### src/shared/dai_tx_pkg.sv
// Constants, types and register map of the digital audio transmitter
package dai_tx_pkg;
	localparam int unsigned CLK_HZ     = 40_000_000;
	localparam int unsigned CHANNELS   = 2;
	localparam int unsigned BLOCK_LEN  = 192;
	localparam logic [7:0]  BLOCK_LAST = 8'hBF;
	localparam logic [11:0] OFS_CTRL   = 12'h000;
	localparam logic [11:0] OFS_RATE   = 12'h004;
	localparam logic [11:0] OFS_STAT   = 12'h008;
	localparam logic [1:0]  MEM_REGION = 2'h1;
	localparam int unsigned CTRL_DITHER = 0;
	localparam int unsigned CTRL_VMODE  = 1;
	localparam int unsigned CTRL_APP    = 3;
	localparam int unsigned CTRL_VAR    = 4;
	localparam int unsigned CTRL_WL     = 8;
	localparam int unsigned CTRL_RELOAD = 16;
	localparam logic [17:0] RATE_RST     = 18'h0BB80;
	localparam logic [17:0] RATE_MIN     = 18'h01F40;
	localparam logic [17:0] RATE_MIN_RED = 18'h055F0;
	localparam logic [17:0] RATE_MAX     = 18'h34BC0;
	localparam logic [4:0]  WL_RST = 5'h18;
	localparam logic [4:0]  WL_MIN = 5'h08;
	localparam logic [4:0]  WL_MAX = 5'h18;
	localparam logic [6:0]  HC_LAST  = 7'h7F;
	localparam logic [6:0]  HC_READY = 7'h60;
	localparam logic [5:0]  HC_LOAD  = 6'h3F;
	localparam logic [7:0]  PRE_BLOCK = 8'hE8;
	localparam logic [7:0]  PRE_A     = 8'hE2;
	localparam logic [7:0]  PRE_B     = 8'hE4;
	localparam logic [31:0] LFSR_SEED = 32'h5EED1234;
	localparam logic [31:0] LFSR_TAPS = 32'h80200003;
	localparam logic [1:0]  RESP_OKAY   = 2'h0;
	localparam logic [1:0]  RESP_SLVERR = 2'h2;
	typedef enum logic [1:0] {VM_AUTO, VM_VALID, VM_INVALID, VM_RSVD} vmode_t;
	typedef enum logic [1:0] {OUT_UNBAL, OUT_BAL, OUT_OPTICAL, OUT_RSVD} variant_t;
	typedef struct packed {
		logic        coded;
		logic [23:0] right;
		logic [23:0] left;
	} audio_frame_t;
	typedef struct packed {
		logic user_b;
		logic user_a;
		logic cs_b;
		logic cs_a;
	} meta_bits_t;
endpackage : dai_tx_pkg

### src/logic/dai_tx.sv
// Two-channel digital audio transmitter with AXI4-Lite control
// What this block does
// [RL1] Always two channels per frame
// [RL2] Frame rate 8 to 216 kHz, reset 48
// [RL3] Any rate value inside range accepted
// [RL4] Reduced variant raises minimum to 22 kHz
// [RL5] Word length 8 to 24, default 24
// [RL6] Triangular dither of one LSB, on at reset
// [RL7] Dither off truncates to word length
// [RL8] Unbalanced defaults consumer status, both subframes
// [RL9] Unbalanced professional loads professional status
// [RL10] Status memory writable by software, held off while default load runs
// [RL11] Balanced loads professional status
// [RL12] Optical loads consumer status
// [RL13] Subframe ends validity, user, status, parity
// [RL14] Auto validity: PCM valid, coded invalid
// [RL15] Forced valid or invalid settings
// [RL16] Parity makes subframe content even
// [RL17] Status and user bits cycle 192 frames
//
// Local design decisions: the AXI4-Lite slave port and the register addresses.
`timescale 1ns/1ps
module dai_tx
	import dai_tx_pkg::*;
#(
	parameter logic REDUCED = 1'b0
)(
	input  wire logic          aclk,
	input  wire logic          aresetn,
	input  wire logic [11:0]   s_axi_awaddr,
	input  wire logic          s_axi_awvalid,
	output logic               s_axi_awready,
	input  wire logic [31:0]   s_axi_wdata,
	input  wire logic [3:0]    s_axi_wstrb,
	input  wire logic          s_axi_wvalid,
	output logic               s_axi_wready,
	output logic [1:0]         s_axi_bresp,
	output logic               s_axi_bvalid,
	input  wire logic          s_axi_bready,
	input  wire logic [11:0]   s_axi_araddr,
	input  wire logic          s_axi_arvalid,
	output logic               s_axi_arready,
	output logic [31:0]        s_axi_rdata,
	output logic [1:0]         s_axi_rresp,
	output logic               s_axi_rvalid,
	input  wire logic          s_axi_rready,
	input  wire audio_frame_t  sample_in,
	input  wire logic          sample_valid,
	output logic               sample_ready,
	output logic               line_out
);
	typedef enum logic {LD_IDLE, LD_RUN} ld_state_t;

	function automatic logic [31:0] merge(input logic [31:0] old, input logic [31:0] nw,
		input logic [3:0] strb);
		logic [31:0] r;
		r = old;
		for (int i = 0; i < 4; i++)
			if (strb[i])
				r[8*i +: 8] = nw[8*i +: 8];
		return r;
	endfunction : merge

	function automatic logic [23:0] reduce(input logic [23:0] s, input logic [4:0] wl,
		input logic en, input logic [15:0] ra, input logic [15:0] rb);
		logic [4:0]         sh;
		logic [15:0]        m;
		logic signed [25:0] acc;
		sh = WL_MAX - wl;
		m = 16'(({16'h0000, 1'b1} << sh) - 17'h00001);
		acc = signed'({{2{s[23]}}, s});
		if (en)
			acc = acc + signed'({10'h000, ra & m}) + signed'({10'h000, rb & m})
				- signed'({10'h000, m});
		if (acc > 26'sh07FFFFF)
			acc = 26'sh07FFFFF;
		else if (acc < -26'sh0800000)
			acc = -26'sh0800000;
		return acc[23:0] & ~{8'h00, m};
	endfunction : reduce

	// Control and status state
	logic        dither_r;
	vmode_t      vmode_r;
	logic        app_pro_r;
	variant_t    variant_r;
	logic [4:0]  wl_r;
	logic [17:0] rate_r;
	ld_state_t   ld_state_r;
	logic [7:0]  ld_idx_r;
	logic        starved_r;
	// Bus state
	logic [11:0] aw_addr_r;
	logic [31:0] w_data_r;
	logic [3:0]  w_strb_r;
	logic [11:0] rd_addr_r;
	logic        rd_ph_r;
	// Line state
	logic [27:0] nco_r;
	logic        hc_en_r;
	logic [6:0]  hc_cnt_r;
	logic [7:0]  frame_r;
	logic [31:0] lfsr_r;
	audio_frame_t hold_r;
	logic [27:0] word_r;
	logic [7:0]  pre_r;
	logic        inv_r;
	logic        load_q_r;
	logic        sub_b_q_r;
	meta_bits_t  meta_a;
	meta_bits_t  meta_b;

	// Register decode
	wire logic        have_aw  = !s_axi_awready && !s_axi_bvalid;
	wire logic        have_w   = !s_axi_wready && !s_axi_bvalid;
	wire logic        w_mem    = aw_addr_r[11:10] == MEM_REGION;
	wire logic [7:0]  w_idx    = aw_addr_r[9:2];
	wire logic        w_idx_ok = w_idx <= BLOCK_LAST;
	wire logic        commit   = have_aw && have_w && !(w_mem && ld_state_r == LD_RUN);
	wire logic        wr_ctrl  = commit && aw_addr_r == OFS_CTRL;
	wire logic        wr_rate  = commit && aw_addr_r == OFS_RATE;
	wire logic        w_ok     = wr_ctrl || wr_rate || aw_addr_r == OFS_STAT
		|| (w_mem && w_idx_ok);
	wire logic [31:0] ctrl_img = {16'h0000, 3'h0, wl_r, 2'h0, variant_r, app_pro_r,
		vmode_r, dither_r};
	wire logic [31:0] rate_img = {14'h0000, rate_r};
	wire logic [31:0] stat_img = {22'h000000, starved_r, ld_state_r == LD_RUN, frame_r};
	wire logic [31:0] ctrl_new = merge(ctrl_img, w_data_r, w_strb_r);
	wire logic [31:0] rate_new = merge(rate_img, w_data_r, w_strb_r);
	wire logic [17:0] rate_lo  = REDUCED ? RATE_MIN_RED : RATE_MIN;
	wire logic [17:0] rate_req = (rate_new[31:18] != 14'h0000) ? RATE_MAX : rate_new[17:0];
	wire logic [17:0] rate_clp = rate_req > RATE_MAX ? RATE_MAX
		: (rate_req < rate_lo ? rate_lo : rate_req);
	wire logic [4:0]  wl_req   = ctrl_new[CTRL_WL +: 5];
	wire logic [4:0]  wl_clp   = wl_req > WL_MAX ? WL_MAX : (wl_req < WL_MIN ? WL_MIN : wl_req);
	wire logic        reload   = wr_ctrl && (ctrl_new[CTRL_RELOAD]
		|| ctrl_new[CTRL_VAR +: 2] != variant_r || ctrl_new[CTRL_APP] != app_pro_r);
	// Default status loader
	wire logic        def_pro  = variant_r == OUT_BAL || (variant_r == OUT_UNBAL && app_pro_r);
	wire logic        ld_bit   = def_pro && ld_idx_r == 8'h00;
	wire meta_bits_t  ld_data  = '{user_b: 1'b0, user_a: 1'b0, cs_b: ld_bit, cs_a: ld_bit};
	wire logic        mem_we   = ld_state_r == LD_RUN || (commit && w_mem && w_idx_ok);
	wire logic [7:0]  mem_wa   = ld_state_r == LD_RUN ? ld_idx_r : w_idx;
	wire meta_bits_t  mem_wd   = ld_state_r == LD_RUN ? ld_data : meta_bits_t'(w_data_r[3:0]);
	wire logic        r_mem    = rd_addr_r[11:10] == MEM_REGION;
	wire logic        r_idx_ok = rd_addr_r[9:2] <= BLOCK_LAST;
	wire logic [31:0] rd_mux   = rd_addr_r == OFS_CTRL ? ctrl_img
		: rd_addr_r == OFS_RATE ? rate_img
		: rd_addr_r == OFS_STAT ? stat_img
		: {28'h0000000, meta_b};
	wire logic        rd_ok    = rd_addr_r == OFS_CTRL || rd_addr_r == OFS_RATE
		|| rd_addr_r == OFS_STAT || (r_mem && r_idx_ok);
	// Frame timing and subframe assembly
	wire logic [27:0] nco_sum  = nco_r + {3'h0, rate_r, 7'h00};
	wire logic        nco_ov   = nco_sum >= 28'(CLK_HZ);
	wire logic [7:0]  frame_nx = frame_r == BLOCK_LAST ? 8'h00 : frame_r + 8'h01;
	wire logic        load     = hc_en_r && hc_cnt_r[5:0] == HC_LOAD;
	wire logic        build_b  = !hc_cnt_r[6];
	wire logic [6:0]  hn       = hc_cnt_r + 7'h01;
	wire logic [23:0] pcm_sel  = build_b ? hold_r.right : hold_r.left;
	wire logic [23:0] pcm_red  = reduce(pcm_sel, wl_r, dither_r, lfsr_r[15:0], lfsr_r[31:16]);
	wire logic        v_bit    = vmode_r == VM_VALID ? 1'b0
		: vmode_r == VM_INVALID ? 1'b1 : hold_r.coded;
	wire logic        u_bit    = build_b ? meta_a.user_b : meta_a.user_a;
	wire logic        c_bit    = build_b ? meta_a.cs_b : meta_a.cs_a;
	wire logic [26:0] payload  = {c_bit, u_bit, v_bit, pcm_red};
	wire logic [27:0] word_nxt = {^payload, payload};
	wire logic [7:0]  pre_nxt  = build_b ? PRE_B : (frame_nx == 8'h00 ? PRE_BLOCK : PRE_A);
	wire logic [7:0]  meta_ra  = hc_cnt_r[6] ? frame_nx : frame_r;
	// Memory read address follows the accepted request so data is ready next cycle
	wire logic [7:0]  rd_ra    = (s_axi_arvalid && s_axi_arready) ? s_axi_araddr[9:2]
		: rd_addr_r[9:2];

	meta_ram #(.DEPTH(BLOCK_LEN)) u_meta (
		.aclk    (aclk),
		.we      (mem_we),
		.waddr   (mem_wa),
		.wdata   (mem_wd),
		.raddr_a (meta_ra),
		.rdata_a (meta_a),
		.raddr_b (rd_ra),
		.rdata_b (meta_b)
	);

	// AXI4-Lite write channel
	always_ff @(posedge aclk)
	begin
		if (!aresetn)
		begin
			s_axi_awready <= 1'b1;
			s_axi_wready  <= 1'b1;
			s_axi_bvalid  <= 1'b0;
			s_axi_bresp   <= RESP_OKAY;
			aw_addr_r     <= 12'h000;
			w_data_r      <= 32'h00000000;
			w_strb_r      <= 4'h0;
		end
		else
		begin
			if (s_axi_awvalid && s_axi_awready)
			begin
				aw_addr_r     <= s_axi_awaddr;
				s_axi_awready <= 1'b0;
			end
			if (s_axi_wvalid && s_axi_wready)
			begin
				w_data_r     <= s_axi_wdata;
				w_strb_r     <= s_axi_wstrb;
				s_axi_wready <= 1'b0;
			end
			if (commit)
			begin
				s_axi_bvalid <= 1'b1;
				s_axi_bresp  <= w_ok ? RESP_OKAY : RESP_SLVERR;
			end
			if (s_axi_bvalid && s_axi_bready)
			begin
				s_axi_bvalid  <= 1'b0;
				s_axi_awready <= 1'b1;
				s_axi_wready  <= 1'b1;
			end
		end
	end

	// AXI4-Lite read channel
	always_ff @(posedge aclk)
	begin
		if (!aresetn)
		begin
			s_axi_arready <= 1'b1;
			s_axi_rvalid  <= 1'b0;
			s_axi_rdata   <= 32'h00000000;
			s_axi_rresp   <= RESP_OKAY;
			rd_addr_r     <= 12'h000;
			rd_ph_r       <= 1'b0;
		end
		else
		begin
			rd_ph_r <= s_axi_arvalid && s_axi_arready;
			if (s_axi_arvalid && s_axi_arready)
			begin
				rd_addr_r     <= s_axi_araddr;
				s_axi_arready <= 1'b0;
			end
			if (rd_ph_r)
			begin
				s_axi_rvalid <= 1'b1;
				s_axi_rdata  <= rd_ok ? rd_mux : 32'h00000000;
				s_axi_rresp  <= rd_ok ? RESP_OKAY : RESP_SLVERR;
			end
			if (s_axi_rvalid && s_axi_rready)
			begin
				s_axi_rvalid  <= 1'b0;
				s_axi_arready <= 1'b1;
			end
		end
	end

	// Control registers and default status loader
	always_ff @(posedge aclk)
	begin
		if (!aresetn)
		begin
			dither_r   <= 1'b1; // RL6
			vmode_r    <= VM_AUTO; // RL14
			app_pro_r  <= 1'b0; // RL8
			variant_r  <= OUT_UNBAL;
			wl_r       <= WL_RST; // RL5
			rate_r     <= RATE_RST; // RL2
			ld_state_r <= LD_RUN;
			ld_idx_r   <= 8'h00;
		end
		else
		begin
			if (wr_ctrl)
			begin
				dither_r  <= ctrl_new[CTRL_DITHER]; // RL7
				vmode_r   <= vmode_t'(ctrl_new[CTRL_VMODE +: 2]); // RL15
				app_pro_r <= ctrl_new[CTRL_APP]; // RL9
				variant_r <= variant_t'(ctrl_new[CTRL_VAR +: 2]);
				wl_r      <= wl_clp; // RL5
			end
			if (wr_rate)
				rate_r <= rate_clp; // RL3 RL4
			unique case (ld_state_r)
				LD_IDLE:
				begin
					ld_idx_r <= 8'h00;
					if (reload)
						ld_state_r <= LD_RUN; // RL8 RL11 RL12
				end
				LD_RUN:
				begin
					ld_idx_r <= reload ? 8'h00 : ld_idx_r + 8'h01;
					if (ld_idx_r == BLOCK_LAST && !reload)
						ld_state_r <= LD_IDLE; // RL10
				end
			endcase
		end
	end

	// Half-cell rate generator, sample intake and biphase line
	always_ff @(posedge aclk)
	begin
		if (!aresetn)
		begin
			nco_r        <= 28'h0000000;
			hc_en_r      <= 1'b0;
			hc_cnt_r     <= 7'h00;
			frame_r      <= BLOCK_LAST;
			lfsr_r       <= LFSR_SEED;
			hold_r       <= '0;
			sample_ready <= 1'b0;
			starved_r    <= 1'b0;
			word_r       <= 28'h0000000;
			pre_r        <= 8'h00;
			inv_r        <= 1'b0;
			line_out     <= 1'b0;
			load_q_r     <= 1'b0;
			sub_b_q_r    <= 1'b0;
		end
		else
		begin
			nco_r     <= nco_ov ? nco_sum - 28'(CLK_HZ) : nco_sum; // RL3
			hc_en_r   <= nco_ov;
			lfsr_r    <= lfsr_r[0] ? (lfsr_r >> 1) ^ LFSR_TAPS : lfsr_r >> 1; // RL6
			load_q_r  <= load;
			sub_b_q_r <= build_b;
			sample_ready <= hc_en_r && hc_cnt_r == HC_READY;
			if (sample_ready)
			begin
				starved_r <= !sample_valid;
				if (sample_valid)
					hold_r <= sample_in; // RL1
			end
			if (hc_en_r)
			begin
				hc_cnt_r <= hn;
				if (hc_cnt_r == HC_LAST)
					frame_r <= frame_nx; // RL17
				if (load)
				begin
					word_r   <= word_nxt; // RL13 RL16
					pre_r    <= pre_nxt; // RL17
					inv_r    <= line_out;
					line_out <= pre_nxt[7] ^ line_out;
				end
				else if (hn[5:3] == 3'h0)
					line_out <= pre_r[3'h7 - hn[2:0]] ^ inv_r;
				else if (!hn[0])
					line_out <= !line_out;
				else
				begin
					line_out <= line_out ^ word_r[0];
					word_r   <= word_r >> 1;
				end
			end
		end
	end

	property p_rate_bounds;
		@(posedge aclk) disable iff (!aresetn)
		$changed(rate_r) |-> rate_r >= rate_lo && rate_r <= RATE_MAX;
	endproperty
	a_rate_bounds: assert property (p_rate_bounds) // RL4
		else $error("frame rate left its range");

	property p_wl_bounds;
		@(posedge aclk) disable iff (!aresetn)
		wr_ctrl |=> wl_r >= WL_MIN && wl_r <= WL_MAX;
	endproperty
	a_wl_bounds: assert property (p_wl_bounds) // RL5
		else $error("word length left its range");

	property p_even_parity;
		@(posedge aclk) disable iff (!aresetn)
		load |-> line_out == inv_r;
	endproperty
	a_even_parity: assert property (p_even_parity) // RL16
		else $error("subframe parity is odd");

	property p_forced_invalid;
		@(posedge aclk) disable iff (!aresetn)
		load_q_r && $past(vmode_r) == VM_INVALID |-> word_r[24];
	endproperty
	a_forced_invalid: assert property (p_forced_invalid) // RL15
		else $error("forced invalid not sent");

	property p_auto_validity;
		@(posedge aclk) disable iff (!aresetn)
		load_q_r && $past(vmode_r) == VM_AUTO |-> word_r[24] == $past(hold_r.coded);
	endproperty
	a_auto_validity: assert property (p_auto_validity) // RL14
		else $error("auto validity does not follow coding");

	property p_plain_truncate;
		@(posedge aclk) disable iff (!aresetn)
		load_q_r && !$past(dither_r) && !sub_b_q_r
			|-> word_r[23:0] == ($past(hold_r.left) & (24'hFFFFFF << (WL_MAX - $past(wl_r))));
	endproperty
	a_plain_truncate: assert property (p_plain_truncate) // RL7
		else $error("undithered sample not truncated");

	property p_block_wrap;
		@(posedge aclk) disable iff (!aresetn)
		load_q_r && !sub_b_q_r |-> pre_r == (frame_r == 8'h00 ? PRE_BLOCK : PRE_A);
	endproperty
	a_block_wrap: assert property (p_block_wrap) // RL17
		else $error("block start preamble missing");

	property p_balanced_pro;
		@(posedge aclk) disable iff (!aresetn)
		ld_state_r == LD_RUN && variant_r == OUT_BAL && ld_idx_r == 8'h00
			|-> mem_wd.cs_a && mem_wd.cs_b;
	endproperty
	a_balanced_pro: assert property (p_balanced_pro) // RL11
		else $error("balanced default not professional");

	property p_optical_consumer;
		@(posedge aclk) disable iff (!aresetn)
		ld_state_r == LD_RUN && variant_r == OUT_OPTICAL |-> !mem_wd.cs_a && !mem_wd.cs_b;
	endproperty
	a_optical_consumer: assert property (p_optical_consumer) // RL12
		else $error("optical default not consumer");
endmodule : dai_tx

### src/logic/meta_ram.sv
// Channel status and user bit memory, one write and two registered read ports
`timescale 1ns/1ps
module meta_ram
	import dai_tx_pkg::*;
#(
	parameter int unsigned DEPTH = BLOCK_LEN
)(
	input  wire logic       aclk,
	input  wire logic       we,
	input  wire logic [7:0] waddr,
	input  wire meta_bits_t wdata,
	input  wire logic [7:0] raddr_a,
	output meta_bits_t      rdata_a,
	input  wire logic [7:0] raddr_b,
	output meta_bits_t      rdata_b
);
	meta_bits_t mem [DEPTH];

	always_ff @(posedge aclk)
	begin
		if (we)
			mem[waddr] <= wdata;
		rdata_a <= mem[raddr_a];
		rdata_b <= mem[raddr_b];
	end
endmodule : meta_ram

### config.mk
export PLATFORM = sky130hd
export DESIGN_NAME = dai_tx
export DESIGN_NICKNAME = d
export VERILOG_FILES = /design/src/shared/dai_tx_pkg.sv /design/src/logic/dai_tx.sv /design/src/logic/meta_ram.sv
export SDC_FILE = /design/constraint.sdc
export NUM_CORES = 2
export LEC_CHECK = 0
export BUFFER_PORTS_ARGS = -buffer_cell sky130_fd_sc_hd__buf_4
export CORE_MARGIN = 2
export CORE_UTILIZATION = 40
export DETAILED_ROUTE_END_ITERATION = 16
export GPL_ROUTABILITY_DRIVEN = 0
export GPL_TIMING_DRIVEN = 0
export HOLD_SLACK_MARGIN = 0.15
export SYNTH_ARGS = -nofsm -noshare
export SYNTH_HDL_FRONTEND = slang
export SYNTH_HIERARCHICAL = 1
export SYNTH_SLANG_ARGS = --single-unit
### constraint.sdc
create_clock -name aclk -period 11.55 [get_ports aclk]
set_clock_uncertainty 0.2 [all_clocks]
set_input_delay 2.8875 -clock aclk [delete_from_list [all_inputs] [get_ports aclk]]
set_output_delay 2.8875 -clock aclk [all_outputs]
set_load 0.01 [all_outputs]
==> metrics.cfg <==
[detailed_routing]
drt_wl_total_um=184200
post_drt_wl_per_cell_um=29.33
ant_nets=0
drc_errors=0
via_per_inst=6.146
first_pass_iters=6
drt_iter0_markers=5589
vias=38610

[die]
io_pins=160
row_count=134
start_util=0.4026
core_area_um2=133300
fp.dieW_um=370.3
dieArea_um2=137100
die_h_um=370.3

[critical_path]
slowest_delay_ns=1.06
startpoint_type=flop
cp.required_ns=11.88
r2r_cells=14
cp_max_fo=10
path_common_cell=clkbuf_1
ff2ff_setup_slack_ns=2.58
arrival_ns=9.30
crit_type=reg -> reg
crit_slowest_cell=o32ai_1
cp-end-kind=flop
path_cells=clkbuf_1, buf_1, buf_1, buf_1, clkbuf_1, nand2_1, xnor2_1, clkbuf_1, buf_1, clkbuf_1, clkbuf_1, a22oi_1, o32ai_1, o21ai_1
reg2reg_to=u_meta/rdata_a[2]
r2r-start=hc_cnt_r[6]

[yosys]
seq_area_frac_synth=0.5365
ys_ff_latch=1054
synth-edff-count=768
syn_avg_cell_area_um2=13.02
ys.flop_type=edfxtp_1
syn-cell-area_um2=53660
synth_top_area_frac=0.4298
yosys.area.top_type=edfxtp_1
synth_common_cells=edfxtp_1 (768), nand2_1 (406), nor2_1 (389)
synth_cell_types=91
synthTopCellsByArea=edfxtp_1 (43%), mux4_2 (16%), dfxtp_1 (11%)
yosys_warnings=6
yosysMostFrequentCell=edfxtp_1
async_flop_share=0
synthCells=4122

[grt]
antenna_found_initial=5
grt-ovfl-total=0
grt_usage=0.2646
grt_pass1_wl_um=260800
grt_max_degree=49
grt_pass1_vias=37520

[placed_design]
dpl-instance-area_um2=57510
hpwl_um=134000
io_buffers=143
dp_cells=6069
preCtsSetupSlack_ns=2.522

[min_path]
min_from=lfsr_r[23]
hold-path-cell-count=1
hold_end=lfsr_r[22]
hold_path.class=reg -> reg

[sta]
worstMarginPinSlew_ns=1.457
min_period_ns=8.965
final.period_utilization=0.7762
setup_viol=0
relSlewSlack=0.02850
grt_setup_unrepaired=no
finalHoldViolations=0
drv_slew=0
timing.fmax_mhz=111.5
setup_ws_ns=2.585

[layout]
area_growth_pct=14.40
fin_cells=6282
nets=4625
stdcell_area_um2=61390
drive_above_1_share=0.2061
postLayoutCoreUtil=0.4605

[run_status]
outcome=completed

[flow_run]
maxCapViolations=0

[cts]
ctsHtreeMaxLevel=3
cts_hold_buf=0
cts_repair_resize_count=0
post-cts-setup-buffer-count=0
root_buffer=clkbuf_16
clock_latency_ns=0.75
clk_path_buf_depth=3
numCtsBuffers=113
clock_sinks=1054
cts_tree=yes
clk_pin_slew_ns=0.06

[pwr]
fin_total_pwr_mw=9.240
powerDensity_nw_per_um2=150.5
ir_drop_mv=0.1142
p_leak_nw=20.65

==> metrics by stage <==
step / hold slack (ns) / TNS (ns)
6_report: 0.2324 / 0
5_1_grt: 0.2529 / 0
4_1_cts: 0.2267 / 0
3_5_place_dp: 0.2130 / 0
3_3_place_gp: 0.2172 / -3407.99
2_1_floorplan: 0.2018 / 0
==> metal layers <==
layer | vias up | global-route usage | share of wire | wire length (µm)
li1 | 16300 | - | - | -
met1 | 19410 | 0.3446 | 0.38 | 70260
met2 | 2379 | 0.4020 | 0.44 | 81700
met3 | 522 | 0.07688 | 0.12 | 21460
met4 | 4 | 0.1348 | 0.059 | 10790
met5 | - | 0 | 0.00016 | 29
==> final cells by class <==
type / instances / area (µm²)
well taps: 1768 / 2212
fillers: 11850 / 71910
multi-input cells: 2679 / 23080
diodes: 1 / 2.502
repair buffers: 164 / 1531
flip-flops and latches: 1054 / 28790
clock buffers: 146 / 3110
inverters: 122 / 457.9
clock inverters: 66 / 762.0
plain buffers: 282 / 1440
==> worst max-delay path: cells and delay by family (launching register included) <==
family                 cells  cell delay (ns)
flip-flops                 1             0.38
AO/OA/AOI/OAI              3             1.68
buffers and inverters      9             6.12
AND/OR/NAND/NOR            1             0.14
XOR/XNOR                   1             0.19
==> flip-flops by register name (all words and copies together), names as in the netlist, 5 cells and up <==
name	cells
u_meta/mem	768
hold_r	49
lfsr_r	32
w_data_r	32
word_r	28
nco_r	21
rate_r	18
s_axi_rdata	18
aw_addr_r	12
rd_addr_r	12
frame_r	8
ld_idx_r	8
hc_cnt_r	7
wl_r	5
==> worst max-delay path by stage <==
stage / startpoint / to / slack [ns] / cells past startpoint
floorplan: ld_state_r / u_meta/mem[0][0] / 1.48 / 3
global placement: ld_state_r / u_meta/mem[176][0] / -8.38 / 3
detailed placement: hc_cnt_r[6] / u_meta/rdata_a[0] / 2.52 / 14
CTS: hc_cnt_r[6] / u_meta/rdata_a[0] / 2.47 / 14
global route: wl_r[4] / word_r[27] / 2.48 / 26
finish: hc_cnt_r[6] / u_meta/rdata_a[2] / 2.58 / 14
==> cells in the final DEF (no fill, tap or decap), types with 58 or more instances in the layout <==
cell       instances
o21ai_0          119
nand2_1          406
nand3_1           67
ha_1              58
xnor2_1           62
clkbuf_1         166
inv_1            120
buf_4            178
clkbuf_16        117
edfxtp_1         768
mux4_2           373
mux2_2            68
a21oi_1          253
nand2b_1          61
nor2_1           389
dfxtp_1          286
mux2i_1          192
==> cells by family after synthesis <==
group / Yosys count / synth area share
buf+inv: 404 / 0.03533
mux: 641 / 0.2103
compound gates: 681 / 0.07986
fa+ha+maj: 93 / 0.02639
simple gates: 1159 / 0.09658
xor+xnor: 89 / 0.01504
other cells: 1 / 0.00006988
flops: 1054 / 0.5365
==> where the power goes <==
part	switching, mW	total (mW)	internal, mW
registers	0.0427	4.11	4.07
clock network	1.56	3.81	2.25
logic	0.785	1.32	0.531
(Power assumes the default switching activity.)
